`src/verilog/codec_seq_port.sv`:
```
// Purpose: shared constants and types, plus the SPI control port shifter
// Assumes: SPI pins already synchronous to sys_clk; SPI clock at most 10 MHz
// Notes: the SPI byte stream is chip byte, address high, address low, then data
//
// Functional notes
// Power-up resets every control register to its default before any access is taken.
// The internal power-on reset lasts about 14 ms and no transaction is taken before it ends.
// The host supplies power, locks the multiplier if used, enables the core clock, then writes settings.
// The multiplier reports lock after a mode and reference dependent time of 3.5, 2.96 or 2.4 ms.
// Record converters, playback converters and the multiplier power up and down independently.
// Each converter filter runs at 64x or 128x oversampling, 128x after reset.
// The SPI read-back pin is driven only during an active SPI read.
// The SPI clock may run freely or stop between transactions.
// In I2C mode the clock pin is input only and the data pin is an open-collector line.
// The shared pins carry address bit 1 or SPI data in, and I2C data or SPI read-back.
// The base sample rate follows the input clock selection and is scaled by the converter setting.
// The serial audio port offers I2S, left-justified, right-justified and TDM framing.
// Before core clock enable and lock, only the clock and multiplier registers are reachable.
// The core clock stays stopped until the host sets the core clock enable bit.
// During power-on reset the control port is ignored and the read-back pin floats.
`timescale 1ns/10ps
`default_nettype none

package codec_seq_pkg;
	localparam int unsigned SYS_CLK_HZ    = 50_000_000;
	localparam int unsigned CLK_NS        = 1_000_000_000 / SYS_CLK_HZ;
	localparam int unsigned POR_NS        = 14_000_000;
	localparam int unsigned LOCK_FRAC_NS  = 3_500_000;
	localparam int unsigned LOCK_INT_NS   = 2_960_000;
	localparam int unsigned LOCK_HIREF_NS = 2_400_000;
	localparam int unsigned POR_CYC       = (POR_NS + CLK_NS - 1) / CLK_NS;
	localparam int unsigned LOCK_FRAC_CYC = (LOCK_FRAC_NS + CLK_NS - 1) / CLK_NS;
	localparam int unsigned LOCK_INT_CYC  = (LOCK_INT_NS + CLK_NS - 1) / CLK_NS;
	localparam int unsigned LOCK_HI_CYC   = (LOCK_HIREF_NS + CLK_NS - 1) / CLK_NS;
	localparam int          CNT_W         = 20;

	localparam logic [15:0] ADDR_CLK   = 16'h4000;
	localparam logic [15:0] ADDR_PLL   = 16'h4002;
	localparam logic [15:0] ADDR_SPORT = 16'h4015;
	localparam logic [15:0] ADDR_CONV  = 16'h4017;
	localparam logic [15:0] ADDR_PWR   = 16'h4019;

	localparam int CLK_CORE_EN = 0;
	localparam int CLK_INFREQ  = 1;
	localparam int CLK_SRC     = 3;
	localparam int PLL_EN      = 0;
	localparam int PLL_LOCK    = 1;
	localparam int PLL_TYPE    = 2;
	localparam int PLL_HIREF   = 3;
	localparam int PWR_ADC     = 0;
	localparam int PWR_DAC     = 1;
	localparam int PWR_ADC_O64 = 2;
	localparam int PWR_DAC_O64 = 3;

	localparam logic [7:0] CLK_RST   = 8'h00;
	localparam logic [7:0] PLL_RST   = 8'h00;
	localparam logic [7:0] SPORT_RST = 8'h00;
	localparam logic [7:0] CONV_RST  = 8'h00;
	localparam logic [7:0] PWR_RST   = 8'h00;
	localparam logic [1:0] INFREQ_1024 = 2'h3;

	localparam logic [4:0] HDR_LAST  = 5'h17;
	localparam logic [4:0] BYTE_LAST = 5'h07;
	localparam int         RW_BIT    = 16;

	typedef enum logic {PH_HDR, PH_DATA} spi_phase_e;
	typedef enum logic [1:0] {SQ_POR, SQ_STOP, SQ_LOCK, SQ_RUN} seq_e;

	typedef struct packed {
		logic        wr;
		logic        rd;
		logic [15:0] addr;
		logic [7:0]  data;
	} spi_ev_s;

	typedef struct packed {
		spi_phase_e  ph;
		logic        clkPrev;
		logic [4:0]  cnt;
		logic [23:0] sh;
		logic [15:0] addr;
		logic        rw;
		logic [7:0]  outSh;
		logic        readAct;
		spi_ev_s     ev;
	} spi_st_s;

	typedef struct packed {
		logic [7:0] clk;
		logic [7:0] pll;
		logic [7:0] sport;
		logic [7:0] conv;
		logic [7:0] pwr;
	} regs_s;

	localparam regs_s RG_RST = '{CLK_RST, PLL_RST, SPORT_RST, CONV_RST, PWR_RST};
endpackage

module spi_ctrl_port (
	input  wire logic              sys_clk,
	input  wire logic              rst_n,
	input  wire logic              en,
	input  wire logic              latchN,
	input  wire logic              spiClk,
	input  wire logic              din,
	input  wire logic [7:0]        rdData,
	output codec_seq_pkg::spi_ev_s ev,
	output logic                   dout,
	output logic                   readAct
);
	codec_seq_pkg::spi_st_s st_r;
	codec_seq_pkg::spi_st_s st_nxt;
	logic                   rise;
	logic                   fall;
	logic [23:0]            full;

	// --------------------------------------------------
	// Edge-driven shifter
	// --------------------------------------------------
	always_comb
	begin
		st_nxt = st_r;
		st_nxt.ev.wr = 1'b0;
		st_nxt.ev.rd = 1'b0;
		st_nxt.clkPrev = spiClk;
		// Edges seen only as sampled levels, so a parked clock is harmless
		rise = spiClk & ~st_r.clkPrev;
		fall = ~spiClk & st_r.clkPrev;
		full = {st_r.sh[22:0], din};
		if (st_r.ev.rd)
		begin
			st_nxt.outSh = rdData;
			st_nxt.readAct = 1'b1;
		end
		if (!en || latchN)
		begin
			st_nxt.ph = codec_seq_pkg::PH_HDR;
			st_nxt.cnt = 5'h00;
			st_nxt.readAct = 1'b0;
		end
		else if (rise)
		begin
			st_nxt.sh = full;
			st_nxt.cnt = st_r.cnt + 5'h01;
			case (st_r.ph)
				codec_seq_pkg::PH_HDR:
				begin
					if (st_r.cnt == codec_seq_pkg::HDR_LAST)
					begin
						st_nxt.ph = codec_seq_pkg::PH_DATA;
						st_nxt.cnt = 5'h00;
						st_nxt.rw = full[codec_seq_pkg::RW_BIT];
						st_nxt.addr = full[15:0];
						st_nxt.ev.addr = full[15:0];
						st_nxt.ev.rd = full[codec_seq_pkg::RW_BIT];
					end
				end
				codec_seq_pkg::PH_DATA:
				begin
					if (st_r.cnt == codec_seq_pkg::BYTE_LAST)
					begin
						st_nxt.cnt = 5'h00;
						st_nxt.addr = st_r.addr + 16'h0001;
						st_nxt.ev.addr = st_r.rw ? st_r.addr + 16'h0001 : st_r.addr;
						st_nxt.ev.wr = ~st_r.rw;
						st_nxt.ev.rd = st_r.rw;
						st_nxt.ev.data = full[7:0];
					end
				end
				default: st_nxt.ph = codec_seq_pkg::PH_HDR;
			endcase
		end
		else if (fall && st_r.ph == codec_seq_pkg::PH_DATA && st_r.cnt != 5'h00)
		begin
			st_nxt.outSh = {st_r.outSh[6:0], 1'b0};
		end
	end

	always_ff @(posedge sys_clk or negedge rst_n)
	begin
		if (!rst_n)
			st_r <= '0;
		else
			st_r <= st_nxt;
	end

	assign ev = st_r.ev;
	assign dout = st_r.outSh[7];
	assign readAct = st_r.readAct;
endmodule

`default_nettype wire

```
`src/verilog/codec_startup_power_sequencer.sv`:
```
// Purpose: power-on reset, clock start-up, power controls and control-pin muxing
// Assumes: all pins synchronous to sys_clk; control mode given by spiMode
// Notes: multiplier lock is modelled by a timer set from the mode bits
`timescale 1ns/10ps
`default_nettype none

module codec_startup_power_sequencer #(
	parameter int unsigned POR_CYC       = codec_seq_pkg::POR_CYC,
	parameter int unsigned LOCK_FRAC_CYC = codec_seq_pkg::LOCK_FRAC_CYC,
	parameter int unsigned LOCK_INT_CYC  = codec_seq_pkg::LOCK_INT_CYC,
	parameter int unsigned LOCK_HI_CYC   = codec_seq_pkg::LOCK_HI_CYC
) (
	input  wire logic sys_clk,
	input  wire logic rst_n,
	input  wire logic spiMode,
	input  wire logic latchN,
	input  wire logic sclClkIn,
	input  wire logic addrSelData,
	input  wire logic sdaIn,
	input  wire logic i2cDriveLow,
	output logic      sdaOut,
	output logic      sdaEnN,
	output logic      i2cAddrSelectBit1,
	output logic      i2cSclRx,
	output logic      i2cSdaRx,
	output logic      porActive,
	output logic      coreClockRun,
	output logic      pllPowerOn,
	output logic      pllLocked,
	output logic      adcPowerOn,
	output logic      dacPowerOn,
	output logic      adcOsr128,
	output logic      dacOsr128,
	output logic      clkSrcPll,
	output logic [1:0] inFreqSel,
	output logic [2:0] sampleRateSel,
	output logic [1:0] serialFormat
);
	localparam int W = codec_seq_pkg::CNT_W;
	localparam logic [W-1:0] POR_LAST = W'(POR_CYC - 1);

	typedef struct packed {
		codec_seq_pkg::seq_e  seq;
		logic [W-1:0]         porCnt;
		logic [W-1:0]         lockCnt;
		codec_seq_pkg::regs_s rg;
		logic                 addrSel1;
		logic                 sclRx;
		logic                 sdaRx;
	} core_st_s;

	// Idle-high receive copies, so I2C logic sees no false edge out of reset
	localparam core_st_s ST_RST = '{
		seq:      codec_seq_pkg::SQ_POR,
		porCnt:   '0,
		lockCnt:  '0,
		rg:       codec_seq_pkg::RG_RST,
		addrSel1: 1'b0,
		sclRx:    1'b1,
		sdaRx:    1'b1
	};

	core_st_s               st_r;
	core_st_s               st_nxt;
	codec_seq_pkg::spi_ev_s ev;
	logic                   portDout;
	logic                   portReadAct;
	logic [7:0]             rdData;
	logic [W-1:0]           lockTgt;
	logic                   runOk;
	logic                   isRun;

	// --------------------------------------------------
	// Register decode
	// --------------------------------------------------
	function automatic logic reachable(input logic [15:0] a, input logic run);
		// Other registers need the core clock; touching them early corrupts them
		reachable = run || a == codec_seq_pkg::ADDR_CLK || a == codec_seq_pkg::ADDR_PLL;
	endfunction

	function automatic logic [7:0] regRead(input codec_seq_pkg::regs_s rg, input logic [15:0] a);
		case (a)
			codec_seq_pkg::ADDR_CLK:   regRead = rg.clk;
			codec_seq_pkg::ADDR_PLL:   regRead = rg.pll;
			codec_seq_pkg::ADDR_SPORT: regRead = rg.sport;
			codec_seq_pkg::ADDR_CONV:  regRead = rg.conv;
			codec_seq_pkg::ADDR_PWR:   regRead = rg.pwr;
			default:                   regRead = 8'h00;
		endcase
	endfunction

	assign isRun = st_r.seq == codec_seq_pkg::SQ_RUN;
	assign rdData = reachable(ev.addr, isRun) ? regRead(st_r.rg, ev.addr) : 8'h00;

	spi_ctrl_port u_port (
		.sys_clk (sys_clk),
		.rst_n   (rst_n),
		.en      (spiMode && !porActive),
		.latchN  (latchN),
		.spiClk  (sclClkIn),
		.din     (addrSelData),
		.rdData  (rdData),
		.ev      (ev),
		.dout    (portDout),
		.readAct (portReadAct)
	);

	// --------------------------------------------------
	// Next state
	// --------------------------------------------------
	always_comb
	begin
		st_nxt = st_r;
		lockTgt = W'(LOCK_FRAC_CYC);
		runOk = 1'b0;
		// Shared pins: address bit 1 and I2C lines only in I2C mode
		st_nxt.addrSel1 = spiMode ? 1'b0 : addrSelData;
		st_nxt.sclRx = spiMode ? 1'b1 : sclClkIn;
		st_nxt.sdaRx = spiMode ? 1'b1 : sdaIn;
		if (st_r.seq == codec_seq_pkg::SQ_POR)
		begin
			st_nxt.rg = codec_seq_pkg::RG_RST;
			st_nxt.lockCnt = '0;
			st_nxt.porCnt = st_r.porCnt + W'(1);
			if (st_r.porCnt == POR_LAST)
				st_nxt.seq = codec_seq_pkg::SQ_STOP;
		end
		else
		begin
			if (ev.wr && reachable(ev.addr, isRun))
			begin
				case (ev.addr)
					codec_seq_pkg::ADDR_CLK:
					begin
						st_nxt.rg.clk = {4'h0, ev.data[3:0]};
						// Multiplier output is always 1024 fs
						if (ev.data[codec_seq_pkg::CLK_SRC])
							st_nxt.rg.clk[2:1] = codec_seq_pkg::INFREQ_1024;
					end
					codec_seq_pkg::ADDR_PLL:
					begin
						st_nxt.rg.pll = {4'h0, ev.data[3:2], st_r.rg.pll[1], ev.data[0]};
					end
					codec_seq_pkg::ADDR_SPORT: st_nxt.rg.sport = {6'h00, ev.data[1:0]};
					codec_seq_pkg::ADDR_CONV:  st_nxt.rg.conv = {5'h00, ev.data[2:0]};
					codec_seq_pkg::ADDR_PWR:   st_nxt.rg.pwr = {4'h0, ev.data[3:0]};
					default: st_nxt.rg = st_r.rg;
				endcase
			end
			// Lock timer picks its length from mode and reference bits
			if (!st_r.rg.pll[codec_seq_pkg::PLL_TYPE])
				lockTgt = W'(LOCK_INT_CYC);
			else if (st_r.rg.pll[codec_seq_pkg::PLL_HIREF])
				lockTgt = W'(LOCK_HI_CYC);
			if (!st_nxt.rg.pll[codec_seq_pkg::PLL_EN])
			begin
				st_nxt.lockCnt = '0;
				st_nxt.rg.pll[codec_seq_pkg::PLL_LOCK] = 1'b0;
			end
			else if (!st_r.rg.pll[codec_seq_pkg::PLL_LOCK])
			begin
				if (st_r.lockCnt == lockTgt - W'(1))
					st_nxt.rg.pll[codec_seq_pkg::PLL_LOCK] = 1'b1;
				else
					st_nxt.lockCnt = st_r.lockCnt + W'(1);
			end
			runOk = st_nxt.rg.clk[codec_seq_pkg::CLK_CORE_EN] &&
				(!st_nxt.rg.clk[codec_seq_pkg::CLK_SRC] ||
				st_nxt.rg.pll[codec_seq_pkg::PLL_LOCK]);
			case (st_r.seq)
				codec_seq_pkg::SQ_STOP,
				codec_seq_pkg::SQ_LOCK,
				codec_seq_pkg::SQ_RUN:
				begin
					if (runOk)
						st_nxt.seq = codec_seq_pkg::SQ_RUN;
					else if (st_nxt.rg.clk[codec_seq_pkg::CLK_SRC] && st_nxt.rg.pll[codec_seq_pkg::PLL_EN])
						st_nxt.seq = codec_seq_pkg::SQ_LOCK;
					else
						st_nxt.seq = codec_seq_pkg::SQ_STOP;
				end
				default: st_nxt.seq = codec_seq_pkg::SQ_POR;
			endcase
		end
	end

	always_ff @(posedge sys_clk or negedge rst_n)
	begin
		if (!rst_n)
			st_r <= ST_RST;
		else
			st_r <= st_nxt;
	end

	// --------------------------------------------------
	// Outputs
	// --------------------------------------------------
	assign porActive = st_r.seq == codec_seq_pkg::SQ_POR;
	assign coreClockRun = isRun;
	// Open-drain in I2C mode: only ever pulls low
	assign sdaOut = spiMode ? portDout : 1'b0;
	assign sdaEnN = spiMode ? ~portReadAct : ~i2cDriveLow;
	assign i2cAddrSelectBit1 = st_r.addrSel1;
	assign i2cSclRx = st_r.sclRx;
	assign i2cSdaRx = st_r.sdaRx;
	assign pllPowerOn = st_r.rg.pll[codec_seq_pkg::PLL_EN];
	assign pllLocked = st_r.rg.pll[codec_seq_pkg::PLL_LOCK];
	assign adcPowerOn = st_r.rg.pwr[codec_seq_pkg::PWR_ADC];
	assign dacPowerOn = st_r.rg.pwr[codec_seq_pkg::PWR_DAC];
	assign adcOsr128 = ~st_r.rg.pwr[codec_seq_pkg::PWR_ADC_O64];
	assign dacOsr128 = ~st_r.rg.pwr[codec_seq_pkg::PWR_DAC_O64];
	assign clkSrcPll = st_r.rg.clk[codec_seq_pkg::CLK_SRC];
	assign inFreqSel = st_r.rg.clk[2:1];
	assign sampleRateSel = st_r.rg.conv[2:0];
	assign serialFormat = st_r.rg.sport[1:0];

	// --------------------------------------------------
	// Checks
	// --------------------------------------------------
	int unsigned porSeen;

	always_ff @(posedge sys_clk or negedge rst_n)
	begin
		if (!rst_n)
			porSeen <= 0;
		else if (porActive)
			porSeen <= porSeen + 1;
	end
endmodule

`default_nettype wire

```
`config.mk`:
```
export PLATFORM = sky130hd
export DESIGN_NAME = codec_startup_power_sequencer
export DESIGN_NICKNAME = d
export VERILOG_FILES = /design/src/verilog/codec_seq_port.sv /design/src/verilog/codec_startup_power_sequencer.sv
export SDC_FILE = /design/constraint.sdc
export NUM_CORES = 1
export LEC_CHECK = 0
export BUFFER_PORTS_ARGS = -buffer_cell sky130_fd_sc_hd__buf_2
export CORE_UTILIZATION = 59
export CTS_CLUSTER_SIZE = 8
export DETAILED_ROUTE_END_ITERATION = 6
export GPL_TIMING_DRIVEN = 0
export PLACE_DENSITY = 0.77
export SLEW_MARGIN = 20
export SYNTH_ARGS = -nofsm -noshare
export SYNTH_HDL_FRONTEND = slang
export SYNTH_SLANG_ARGS = --single-unit
```
`constraint.sdc`:
```
create_clock -name sys_clk -period 2.7 [get_ports sys_clk]
set_clock_uncertainty 0.15 [all_clocks]
set_input_delay 0.27 -clock sys_clk [delete_from_list [all_inputs] [get_ports sys_clk]]
set_output_delay 0.27 -clock sys_clk [all_outputs]
set_load 0.005 [all_outputs]
```
=== Word-level counts from Yosys, hierarchy flattened ===
Index checks and enable logic that the tools add are counted.

* Flip-flop bits (word level): 168
* Latch bits: 0
* Memory bits (writable): 0
* Memory bits (read-only): 0
* Bits of input ports: 8
* Word-level logic and storage cells: 149
* Memories kept: 0

* $add $sub $neg: 5
* $mul: 0
* Div/mod/pow operators: 0
* Order comparisons: 0
* Equal/unequal tests: 17
* Shifts and indexed selects: 0
* Mux-type cells: 57
* Bitwise gates (word level): 11
* Reduce and logical (&&, ||, !) cells: 34

{| class="wikitable"
|+ Operator list
! kind !! count
|-
| == test 16 x 15 -> 1 bit (second input constant) || 5
|-
| two-way mux 20 bit || 4
|-
| two-way mux 40 bit || 2
|-
| two-way mux 8 bit || 10
|-
| two-way mux 26 bit || 3
|-
| two-way mux 60 bit || 1
|-
| two-way mux 46 bit || 1
|-
| adder 20 x 1 -> 20 bit (second input constant) || 2
|-
| case mux 8 bit (5 select lines) || 1
|-
| two-way mux 18 bit || 2
|-
| two-way mux 17 bit || 2
|-
| case mux 17 bit (2 select lines) || 1
|-
| two-way mux 16 bit || 2
|-
| case mux 16 bit (2 select lines) || 1
|-
| == test 20 bit || 1
|-
| == test 20 bit (second input constant) || 1
|-
| subtractor 20 x 1 -> 20 bit (second input constant) || 1
|-
| adder 16 x 1 -> 16 bit (second input constant) || 1
|-
| two-way mux 1 bit || 16
|-
| nonzero test 2 bit || 8
|-
| two-way mux 5 bit || 3
|-
| AND reduction 2 bit || 7
|-
| two-way mux 2 bit || 6
|-
| AND reduction 4 bit || 3
|-
| 18 further kinds || 40
|}

=== Depth between registers and ports, before layout ===
Gate-level depths: netlist of run 1.

* Word-level depth: 15
* Gate-level depth with buffers: 11
* Depth with buffers taken out: 9

=== Hierarchy ===
Synthesis of run 1 repeated with hierarchy kept, for this count alone.

* Cells, all modules: 830
* Area total of the unflattened synthesis: 7683.6 um^2

{| class="wikitable"
|+ By module, submodules not included
! module !! times used !! cells an instance !! area each (um^2) !! seq. area each (um^2)
|-
| spi_ctrl_port || 1 || 473 || 4180.3 || 1876.8
|-
| codec_startup_power_sequencer || 1 || 357 || 3503.4 || 1554.0
|}

=== Worst setup path before layout of run 1 ===
OpenSTA, ideal clock, no wires.

* Path kind: reg-to-reg
* Start point: reg st_r[29] in the netlist's numbering
* End point: reg st_r[50] in the netlist's numbering
* Data arrival time: 2.083 ns
* Required time: 2.416 ns
* Slack: 0.334 ns
* Cell stages (with the launch flop): 12
* Path buffers: 2
* Period minus slack after synthesis: 2.366 ns
* Cells stage by stage: dfrtp_1 -> buf_2 -> nand2_1 -> inv_1 -> ha_1 -> xnor2_1 -> nor4b_1 -> o2111ai_1 -> o21bai_1 -> buf_2 -> nor4_1 -> mux2i_1

* Word-level cells in the longest chain between the ends: 6

{| class="wikitable"
|+ RTL lines
! element !! line !! RTL
|-
| start, declared || codec_startup_power_sequencer.sv:63 || <nowiki>core_st_s st_r;</nowiki>
|-
| start signal, assigned || codec_startup_power_sequencer.sv:192 || <nowiki>st_r <= st_nxt;</nowiki>
|-
| two-way mux 18 bit || codec_startup_power_sequencer.sv:151 || <nowiki>if (!st_r.rg.pll[codec_seq_pkg::PLL_TYPE])</nowiki>
|-
| two-way mux 20 bit || codec_startup_power_sequencer.sv:120 || <nowiki>if (st_r.seq == codec_seq_pkg::SQ_POR)</nowiki>
|-
| subtractor 20 x 1 -> 20 bit || codec_startup_power_sequencer.sv:162 || <nowiki>if (st_r.lockCnt == lockTgt - W'(1))</nowiki>
|-
| == test 20 bit || codec_startup_power_sequencer.sv:162 ||
|-
| inequality test 3 bit (no line) || - ||
|-
| AND reduction 2 bit (no line) || - ||
|}

No other way between the ends. The select of a mux whose other input is x is not followed.
A chain may end at the register's enable or synchronous reset.

=== Worst setup path in the final report of run 1 ===
* Start point: reg st_r[29] in the netlist's numbering
* End point: reg st_r[51] in the netlist's numbering

The elaborated chain is that of the path after synthesis.

==> results.yml, run 1 <==
pwr:
  pwr_density_cell_mw_per_mm2: 584.9
  p_leak_nw: 3.482
  p_comb_frac: 0.015
  seq_power_share: 0.425
  power.share.switching: 0.1930
  post-layout-total-power_mw: 4.711
  power.net_switching_uw: 909.0
  power.share.clock: 0.560
  internal_power_mw: 3.802
  vdd_drop_max_uv: 542.7
worst_setup_path:
  worstPathRequired_ns: 2.89
  r2r_cells: 11
  startpoint_class_of_the_critical_path: "flip-flop"
  path_class: "reg2reg"
  timing.critical_path.cells: "buf_2 -> nand2_1 -> inv_2 -> ha_1 -> xnor2_1 -> nor4b_1 -> o2111ai_1 -> o21bai_2 -> buf_4 -> or4_1 -> a21oi_1"
  cpPeakStageDelay_ns: 0.50
  end_kind: "flip-flop"
  cp.depth: 11
  crit_buf_inv: 3
  critical-path-slowest-cell: "sky130_fd_sc_hd__or4_1"
  critical_path.max_fanout: 8
  cp.arrival_ns: 2.79
  cp_top_family: "simple AND/OR/NAND/NOR gates"
timing:
  postLayoutSetupSlackWorst_ns: 0.1041
  whs_ns: 0.03413
  achievable_frequency_mhz: 385.2
  timing.slew.headroom: 0.5130
  rsz0062_at_grt: "no"
  hold_violations: 0
  post-route-period-util: 0.9614
  max_slew.worst_pin.slew_ns: 0.7249
  finalMaxSlewViolations: 0
  period_minus_slack_ns: 2.596
  report.final.setup_viol: 0
placed_design:
  routabilityCongestion: 0.8794
  place.port_buffers: 28
  place.detailed.hpwl_mm: 10.81
  dp.cells: 873
  dp_worst_setup_slack_ns: -0.03424
  placedInstanceArea_mm2: 0.007292
logic_synthesis:
  synth_cell_type_count: 63
  asyncSetResetFlopFracSynth: 1.000
  synth-seq-area-share: 0.4802
  average_size_of_a_mapped_cell_um2: 9.894
  synthesis.yosys.warnings: 0
  mappedNetlistNets: 716
  synth.cell_area_mm2: 0.006935
  synthCells: 701
  yosys_most_used_dff: "sky130_fd_sc_hd__dfrtp_1"
  synth_seq_cells: 133
  number_of_synthesized_flops_with_an_enable_pin: 0
route:
  routed_wire_length_per_instance_um: 17.40
  detailedRoute.firstIterationViolations: 396
  detail_route.first_pass.iterations: 5
  remaining_drc_errors: 0
  vias_per_cell: 6.037
  drt_wl_total_mm: 15.86
  vias: 5500
  drtAntennaViolNets: 0
die:
  fp.coreArea_mm2: 0.01142
  initial_core_util: 0.6074
  placement_rows: 39
  floorplan.io_pins: 29
  die_height_um: 110.4
  die_w_um: 110.4
  dieArea_mm2: 0.01219
final_layout:
  fin_nets: 770
  final_cell_area_mm2: 0.008054
  n_fill_cell: 852
  fraction_of_layout_instances_using_a_drive_strength_above_1: 0.1706
  multi_input_comb_area_mm2: 0.003338
  register_area_mm2: 0.003331
  final_common_cell: "sky130_fd_sc_hd__dfrtp_1"
  final_cell_mix: "sky130_fd_sc_hd__dfrtp_1 (131), sky130_fd_sc_hd__nor2_1 (83), sky130_fd_sc_hd__nand2_1 (69)"
  antenna-diode-count: 0
  area.growth.synth_to_final_pct: 16.13
  non_filler_cells_in_the_finished_layout: 911
global_route:
  groute.usage.overall: 0.2763
  grt_max_degree: 69
  first_global_vias: 5414
  grt_first_pass_wirelength_mm: 26.75
  grt_remaining_overflow: 0
  antenna_violations_before_repair: 0
min_path:
  holdCritPathClass: "in2reg"
  worstHoldPathCells: 2
run:
  maxCapViolations: 0
status:
  status: "complete, no violations"
clocking:
  cts.path.max_buffers: 2
  cts_max_level: 4
  clock_latency_ns: 0.42
  tritoncts_clock_tree: "yes"
  clkSinkCount: 133
  cts_made_buffers: 17
  clockRootBuffer: "sky130_fd_sc_hd__clkbuf_16"
  cts_clk_pin_slew_worst_paths_ns: 0.06
## sequential cells by signal, summed over array words and instances, names as in the netlist, 2 cells and up
register and flops:
inFreqSel 2, sampleRateSel 3, serialFormat 2, st_r 47, u_port.ev 22, u_port.full 16
u_port.st_r 31
## logic make-up after synthesis
| group | synth area share |
|---|---|
| and+or+nand+nor | 0.2284 |
| DFF | 0.4802 |
| AOI/OAI and AO/OA | 0.09580 |
| buffers and inverters | 0.04059 |
| xor gates and xnor gates | 0.06441 |
| muxes | 0.07794 |
| adders and majority gates | 0.01263 |
## power groups by stage
stage | registers, mW | clock network (mW) | logic [mW]
4_1_cts | 2.00 | 2.67 | 0.0744
5_1_grt | 2.00 | 2.76 | 0.0829
6_report | 2.00 | 2.64 | 0.0715
3_3_place_gp | 2.04 | 0 | 0.0600
2_1_floorplan | 2.04 | 0 | 0.00827
3_5_place_dp | 2.04 | 0 | 0.0681
## path summary, 6_finish.rpt
| kind | from | to | slack [ns] |
|---|---|---|---|
| hold / removal | addrSelData | i2cAddrSelectBit1$_DFF_PN0_ | 0.03 |
| max in group asynchronous | rst_n | i2cSclRx$_DFF_PN1_ | 1.44 |
| hold reg to reg | st_r[82]$_DFFE_PN0P_ | st_r[82]$_DFFE_PN0P_ | 0.32 |
| setup reg to reg | st_r[29]$_DFFE_PN0P_ | st_r[51]$_DFFE_PN0P_ | 0.10 |
| setup / recovery | st_r[29]$_DFFE_PN0P_ | st_r[51]$_DFFE_PN0P_ | 0.10 |
| min in group asynchronous | rst_n | st_r[75]$_DFFE_PN0P_ | 0.23 |
## synth_stat cells, types with 3 or more instances
library cell | instances | share of area
sky130_fd_sc_hd__nand3b_1 | 4 | 0.0043
sky130_fd_sc_hd__mux2_2 | 24 | 0.039
sky130_fd_sc_hd__a22oi_1 | 6 | 0.0065
sky130_fd_sc_hd__or3_1 | 4 | 0.0036
sky130_fd_sc_hd__nor2_1 | 83 | 0.045
sky130_fd_sc_hd__mux2i_1 | 27 | 0.039
sky130_fd_sc_hd__nand2b_1 | 13 | 0.012
sky130_fd_sc_hd__xor2_1 | 18 | 0.023
sky130_fd_sc_hd__clkbuf_1 | 22 | 0.012
sky130_fd_sc_hd__nand4_1 | 17 | 0.015
sky130_fd_sc_hd__nor2b_1 | 3 | 0.0027
sky130_fd_sc_hd__a21oi_1 | 24 | 0.017
sky130_fd_sc_hd__nand4b_1 | 3 | 0.0038
sky130_fd_sc_hd__nand2_1 | 69 | 0.037
sky130_fd_sc_hd__xnor2_1 | 33 | 0.042
sky130_fd_sc_hd__o21ai_0 | 24 | 0.017
sky130_fd_sc_hd__nand3_1 | 28 | 0.020
sky130_fd_sc_hd__nor4_4 | 3 | 0.0092
sky130_fd_sc_hd__buf_2 | 12 | 0.0087
sky130_fd_sc_hd__or2_2 | 6 | 0.0054
sky130_fd_sc_hd__dfrtp_1 | 131 | 0.47
sky130_fd_sc_hd__buf_4 | 7 | 0.0076
sky130_fd_sc_hd__o221ai_1 | 5 | 0.0063
sky130_fd_sc_hd__a221oi_1 | 7 | 0.0088
sky130_fd_sc_hd__ha_1 | 7 | 0.013
sky130_fd_sc_hd__nor3b_1 | 5 | 0.0054
sky130_fd_sc_hd__and3_1 | 16 | 0.014
sky130_fd_sc_hd__nor4b_1 | 4 | 0.0051
sky130_fd_sc_hd__and2_1 | 5 | 0.0045
sky130_fd_sc_hd__o22ai_1 | 4 | 0.0036
sky130_fd_sc_hd__a31oi_1 | 5 | 0.0045
sky130_fd_sc_hd__a211oi_1 | 3 | 0.0032
sky130_fd_sc_hd__a221o_1 | 7 | 0.010
sky130_fd_sc_hd__a22o_1 | 3 | 0.0038
sky130_fd_sc_hd__inv_1 | 18 | 0.0097
sky130_fd_sc_hd__nor3_1 | 12 | 0.0087
sky130_fd_sc_hd__and4_1 | 4 | 0.0051
## stage by stage
| step | setup TNS, ns | util |
|---|---|---|
| after global placement | -63.39 | 0.6353 |
| after floorplan | 0 | - |
| after detailed placement | -0.1136 | 0.6386 |
| final | 0 | 0.7053 |
| after CTS | -0.008097 | 0.7033 |
| after global routing | 0 | 0.7053 |
## what timing repair did
item                                    4_1_cts  5_1_grt
hold endpoints to repair                     69        0
endpoints found under the setup margin        9       12
setup buffers                                 0        1
hold buffers                                  5        0
gates cloned                                  0        0
resized for setup                             3        6
pin swaps                                     0        2
## area by class of cell
type,count,area share
well taps,143,0.02222
flip-flops and latches,133,0.4135
repair buffers,35,0.02921
plain buffers,43,0.02719
multi-input cells,506,0.4145
clock buffers,20,0.05670
clock inverters,12,0.02781
inverters,19,0.008855
## metal layers
| layer | part of all wire | global-route usage |
|---|---|---|
| met5 | 0 | 0 |
| met4 | 0.017 | 0.08978 |
| met3 | 0.049 | 0.07190 |
| met2 | 0.50 | 0.4505 |
| met1 | 0.43 | 0.3604 |
Power figures use the tool's default switching activity.
==> inputs of run 2 (changes only) <==
Settings changed: ABC_AREA set to 1, CTS_BUF_LIST set to sky130_fd_sc_hd__clkbuf_4.
==> run 2 against run 1 <==
Net effect: fmax rose by 9.5%; largest power group is now sequential cells; setup slack better by 0.23 ns; register-to-register slack improved by 0.23 ns; global-route usage is 0.71 points higher; highest routed layer unchanged; cell count rose by 33%.
==> results.yml, run 2 <==
clocking:
  cts_hold_buffers: 8
  postCtsSetupRepairBufs: 0
  tritoncts_clock_tree: "yes"
  cts_made_buffers: 17
  clkSinkCount: 133
  clockRootBuffer: "sky130_fd_sc_hd__clkbuf_4"
  cts_max_level: 4
  ctsResizeCount: 0
  cts.path.max_buffers: 2
  clock_latency_ns: 0.55
  cts_clk_pin_slew_worst_paths_ns: 0.10
worst_setup_path:
  critical_path.max_fanout: 7
  end_kind: "flip-flop"
  path_class: "reg2reg"
  cp.arrival_ns: 2.66
  startpoint_class_of_the_critical_path: "flip-flop"
  worstPathRequired_ns: 2.99
pwr:
  pwr_density_cell_mw_per_mm2: 380.8
  post-layout-total-power_mw: 3.085
  vdd_drop_max_uv: 287.7
  p_leak_nw: 3.949
logic_synthesis:
  synth.cell_area_mm2: 0.007442
  synth_top_area_cell: "sky130_fd_sc_hd__dfrtp_1"
  synth_seq_cells: 133
  asyncSetResetFlopFracSynth: 1.000
  yosysTopAreaCellShare: 0.4405
  yosys_most_used_dff: "sky130_fd_sc_hd__dfrtp_1"
  synthCells: 978
  synth-seq-area-share: 0.4475
  synthTopCellsByCount: "sky130_fd_sc_hd__nand2_1 (262), sky130_fd_sc_hd__dfrtp_1 (131), sky130_fd_sc_hd__inv_1 (108), sky130_fd_sc_hd__nor2_1 (101), sky130_fd_sc_hd__nand3_1 (59)"
  mappedNetlistNets: 993
  post_synth_main_area_contributors: "sky130_fd_sc_hd__dfrtp_1 (44%), sky130_fd_sc_hd__nand2_1 (13%), sky130_fd_sc_hd__inv_1 (5.4%)"
  synth_cell_type_count: 45
  number_of_synthesized_flops_with_an_enable_pin: 0
  synthMostInstantiatedCell: "sky130_fd_sc_hd__nand2_1"
  synthesis.yosys.warnings: 0
  average_size_of_a_mapped_cell_um2: 7.610
final_layout:
  largest_register_ff_count: 47
  final_common_cell: "sky130_fd_sc_hd__nand2_1"
  largest-register: "st_r"
  fraction_of_layout_instances_using_a_drive_strength_above_1: 0.1092
  non_filler_cells_in_the_finished_layout: 1212
  area.growth.synth_to_final_pct: 8.860
  fin_nets: 1049
  antenna-diode-count: 0
  final_cell_mix: "sky130_fd_sc_hd__nand2_1 (262), sky130_fd_sc_hd__dfrtp_1 (131), sky130_fd_sc_hd__inv_1 (108)"
route:
  drtAntennaViolNets: 0
  remaining_drc_errors: 0
  vias: 6569
  drt_wl_total_mm: 17.11
  vias_per_cell: 5.420
  detail_route.first_pass.iterations: 5
  routed_wire_length_per_instance_um: 14.12
  detailedRoute.firstIterationViolations: 631
global_route:
  grt_first_pass_wirelength_mm: 28.77
  grt_remaining_overflow: 0
  groute.usage.overall: 0.2833
  gr-usage-met1: 0.4081
  grt_use_met3: 0.05982
  globalRoute.busiestLayer: "met2"
  globalRouteMet2Util: 0.4267
  first_global_vias: 5970
  grt_max_degree: 92
  antenna_violations_before_repair: 0
die:
  placement_rows: 40
  die_height_um: 114.3
  die_w_um: 114.3
  floorplan.io_pins: 29
  initial_core_util: 0.6119
  fp.coreArea_mm2: 0.01216
  dieArea_mm2: 0.01307
timing:
  report.final.setup_viol: 0
  period_minus_slack_ns: 2.370
  hold_violations: 0
  timing.slew.headroom: 0.5946
  finalMaxSlewViolations: 0
  rsz0062_at_grt: "no"
  postLayoutSetupSlackWorst_ns: 0.3299
  achievable_frequency_mhz: 421.9
  post-route-period-util: 0.8778
  max_slew.worst_pin.slew_ns: 0.6081
placed_design:
  dp_worst_setup_slack_ns: 0.3593
  routabilityCongestion: 0.9350
  place.port_buffers: 28
  dp.cells: 1175
  place.detailed.hpwl_mm: 12.47
min_path:
  holdCritPathClass: "in2async"
status:
  status: "complete, no violations"
run:
  maxCapViolations: 0
run 2: changes by cell type after synthesis, sizes merged, moves of 15 or more:
cell / previous run / this run
clkbuf: 22 / 6
nand2: 69 / 274
nand4: 17 / 34
a21oi: 24 / 46
mux2: 24 / 0
and3: 16 / 0
inv: 19 / 112
mux2i: 27 / 0
o21ai: 26 / 56
nor2: 83 / 108
xnor2: 33 / 10
xor2: 18 / 33
nand3: 28 / 62
run 2: critical path, cell delays in order, from the launching register on:
cell	delay, ns
sky130_fd_sc_hd__dfrtp_1	0.48
sky130_fd_sc_hd__nand2_2	0.19
sky130_fd_sc_hd__inv_1	0.10
sky130_fd_sc_hd__ha_1	0.31
sky130_fd_sc_hd__nand2_1	0.06
sky130_fd_sc_hd__o21ai_0	0.07
sky130_fd_sc_hd__nor2_1	0.09
sky130_fd_sc_hd__nand2_1	0.05
sky130_fd_sc_hd__nor2_1	0.15
sky130_fd_sc_hd__nand3_2	0.12
sky130_fd_sc_hd__nand2_4	0.15
sky130_fd_sc_hd__nand3_2	0.16
sky130_fd_sc_hd__nand2_1	0.13
sky130_fd_sc_hd__nand2_1	0.05
run 2: logic make-up after synthesis:
logic type	synth area share
compound gates	0.1012
xor+xnor	0.05061
fa+ha+maj	0.01177
buf+inv	0.08541
flops	0.4475
simple gates	0.3035
run 2: path summary, 6_finish.rpt:
kind                       slack (ns)  cells past startpoint                 start                          to
setup / recovery                 0.33                     13  st_r[29]$_DFFE_PN0P_        st_r[58]$_DFFE_PN0P_
hold / removal                   0.07                      2                 rst_n  u_port.readAct$_DFFE_PN0P_
setup reg to reg                 0.33                     13  st_r[29]$_DFFE_PN0P_        st_r[58]$_DFFE_PN0P_
hold reg to reg                  0.33                      1  st_r[82]$_DFFE_PN0P_        st_r[82]$_DFFE_PN0P_
max in group asynchronous        1.59                      3                 rst_n        st_r[82]$_DFFE_PN0P_
min in group sys_clk             0.23                      2              sclClkIn   u_port.st_r[81]$_DFF_PN0_
run 2: area by class of cell:
class,count,area [um2]
timing repair buffer,37,257.7
fill,1065,4060
clock inverter,9,41.29
inverter,115,439.2
tap,168,210.2
sequential,133,3331
buffer,32,196.4
multi-input combinational,698,3476
clock buffer,20,150.1
run 2: stage by stage:
step | setup TNS [ns] | hold slack [ns] | cell area, um2 | utilization
floorplan | 0 | -0.1756 | 7442 | -
global placement | -73.44 | 0.2420 | 7792 | 0.6407
detailed placement | 0 | 0.03191 | 7830 | 0.6438
CTS | 0 | 0.03455 | 8102 | 0.6662
global route | 0 | 0.06994 | 8102 | 0.6662
finish | 0 | 0.06680 | 8102 | 0.6662
run 2: routing by layer:
metal / vias up / share of wire
met3: 39 / 0.056
li1: 3274 / -
met4: 0 / 0.023
met5: - / 0
met2: 226 / 0.45
met1: 3030 / 0.47
run 2: where the power goes:
| part | total [mW] | internal (mW) | switching [mW] |
|---|---|---|---|
| clock network | 1.02 | 0.358 | 0.663 |
| logic | 0.0688 | 0.0209 | 0.0479 |
| registers | 2.00 | 1.99 | 0.00120 |
| total | 3.09 | 2.37 | 0.712 |
==> inputs of run 3 (changes only) <==
Settings changed: REMOVE_ABC_BUFFERS set to 1.
==> run 3 against run 2 <==
Net effect: sequential power barely moved; clock power is 17% higher; via count decreased by 2.3%; total power up 5.6%; sequential share of layout area rose by 0.37 points; critical endpoint is now st_r[52]$_DFFE_PN0P_; cell count fell by 2.2%; global-route usage grew 0.14 points; die area unchanged.
==> results.yml, run 3 (synthesized netlist as in run 2, its figures left out) <==
final_layout:
  largest-register: "st_r"
  fraction_of_layout_instances_using_a_drive_strength_above_1: 0.1023
  final_cell_mix: "sky130_fd_sc_hd__nand2_1 (262), sky130_fd_sc_hd__dfrtp_1 (129), sky130_fd_sc_hd__inv_1 (108)"
  largest_register_ff_count: 47
  area.growth.synth_to_final_pct: 7.969
  non_filler_cells_in_the_finished_layout: 1185
  antenna-diode-count: 0
  final_common_cell: "sky130_fd_sc_hd__nand2_1"
  fin_nets: 1020
pwr:
  power.share.clock: 0.365
  power.share.switching: 0.2371
  p_leak_nw: 3.901
  p_comb_frac: 0.022
  seq_power_share: 0.613
  power.net_switching_uw: 772.5
  vdd_drop_max_uv: 358.7
  post-layout-total-power_mw: 3.258
  pwr_density_cell_mw_per_mm2: 405.5
  internal_power_mw: 2.486
route:
  drtAntennaViolNets: 0
  detailedRoute.firstIterationViolations: 523
  vias_per_cell: 5.419
  routed_wire_length_per_instance_um: 14.37
  remaining_drc_errors: 0
  detail_route.first_pass.iterations: 5
  vias: 6421
  drt_wl_total_mm: 17.03
placed_design:
  dp_worst_setup_slack_ns: -0.6379
  routabilityCongestion: 0.9370
  place.detailed.hpwl_mm: 11.88
  place.port_buffers: 28
  dp.cells: 1144
die:
  dieArea_mm2: 0.01307
  initial_core_util: 0.6119
  floorplan.io_pins: 29
  placement_rows: 40
  die_height_um: 114.3
  die_w_um: 114.3
  fp.coreArea_mm2: 0.01216
clocking:
  clkSinkCount: 133
  clockRootBuffer: "sky130_fd_sc_hd__clkbuf_4"
  cts_made_buffers: 17
  tritoncts_clock_tree: "yes"
  clock_latency_ns: 0.56
  cts.path.max_buffers: 2
  cts_max_level: 4
  cts_clk_pin_slew_worst_paths_ns: 0.12
worst_setup_path:
  worstPathRequired_ns: 3.00
  end_kind: "flip-flop"
  cpPeakStageDelay_ns: 0.49
  cp_top_family: "simple AND/OR/NAND/NOR gates"
  crit_buf_inv: 1
  critical-path-slowest-cell: "sky130_fd_sc_hd__dfrtp_1"
  startpoint_class_of_the_critical_path: "flip-flop"
  path_class: "reg2reg"
  timing.critical_path.cells: "nand2_4 -> inv_1 -> ha_1 -> nand2_1 -> o21ai_0 -> nor2_1 -> nand2_1 -> nor2_1 -> nand3_2 -> nand2_8 -> nand2_1 -> nand3_1 -> nand2_1"
  crit_path_frequent_cell: "sky130_fd_sc_hd__nand2_1"
  timing.critical_path.from: "st_r[30]$_DFFE_PN0P_"
  cp.arrival_ns: 2.75
  critical_path.max_fanout: 13
  regToRegStartpoint: "st_r[30]$_DFFE_PN0P_"
timing:
  rsz0062_at_grt: "no"
  setup_tns_ns: 0
  whs_ns: 0.06225
  max_slew.worst_pin.slew_ns: 0.7753
  post-route-period-util: 0.9066
  report.final.setup_viol: 0
  finalMaxSlewViolations: 0
  period_minus_slack_ns: 2.448
  hold_violations: 0
  achievable_frequency_mhz: 408.5
  postLayoutSetupSlackWorst_ns: 0.2520
  timing.slew.headroom: 0.4831
global_route:
  first_global_vias: 6042
  grt_remaining_overflow: 0
  grt_first_pass_wirelength_mm: 28.84
  grt_max_degree: 103
  antenna_violations_before_repair: 0
  groute.usage.overall: 0.2847
run:
  maxCapViolations: 0
min_path:
  holdCritPathClass: "in2reg"
  hold_path_startpoint: "latchN"
status:
  status: "complete, no violations"
-- run 3: cell types whose count changed in the layout (fill, tap and decap cells not counted), moves of 3 or more --
cell                       previous run  this run
sky130_fd_sc_hd__buf_1                3         0
sky130_fd_sc_hd__buf_2               34        27
sky130_fd_sc_hd__buf_4               14         2
sky130_fd_sc_hd__clkbuf_1             6         0
sky130_fd_sc_hd__clkinv_1             7         3
sky130_fd_sc_hd__clkinv_2             3         6
-- run 3: metrics by stage --
step / cell area (um2) / utilization
global route: 8035 / 0.6607
floorplan: 7246 / -
global placement: 7596 / 0.6246
finish: 8035 / 0.6607
detailed placement: 7655 / 0.6294
CTS: 7994 / 0.6573
-- run 3: final timing paths --
path | cells after the start | to | slack (ns)
min in group asynchronous | 3 | st_r[49]$_DFFE_PN0P_ | 0.07
setup reg to reg | 13 | st_r[52]$_DFFE_PN0P_ | 0.25
max in group asynchronous | 3 | i2cSclRx$_DFF_PN1_ | 1.79
setup / recovery | 13 | st_r[52]$_DFFE_PN0P_ | 0.25
hold / removal | 4 | u_port.st_r[82]$_DFFE_PN0P_ | 0.06
hold reg to reg | 1 | st_r[74]$_DFFE_PN0P_ | 0.33
-- run 3: per-layer routing --
layer  wire length [um]  global-route usage
met1               8010              0.3897
met2               7755              0.4525
met3                913             0.05188
met4                350              0.1082
met5                  0                   0
-- run 3: power by group through the flow --
stage,clock network [mW],logic (mW),registers [mW]
global placement,0,0.0567,2.04
global route,1.29,0.0822,2.00
detailed placement,0,0.0638,2.04
CTS,1.21,0.0741,2.00
floorplan,0,0.00518,2.04
finish,1.19,0.0712,2.00
-- run 3: layout make-up --
cell class,count,area [um2]
clock inverter,11,87.58
fill,1059,4126
tap,168,210.2
clock buffer,20,150.1
multi-input combinational,699,3521
inverter,115,445.4
sequential,133,3333
timing repair buffer,39,287.8
-- run 3: worst min-delay path: cells and delay by family --
family | cells | cell delay, ns
AND/OR/NAND/NOR | 2 | 0.32
buffers and inverters | 1 | 0.08
AO/OA/AOI/OAI | 1 | 0.08
-- run 3: repair_timing --
action	in CTS	in global routing
setup endpoints to repair	32	47
endpoints found under the hold margin	138	0
pin swaps	2	2
hold buffers	7	0
setup buffers	2	0
gates resized for setup	3	6
gates cloned	0	1
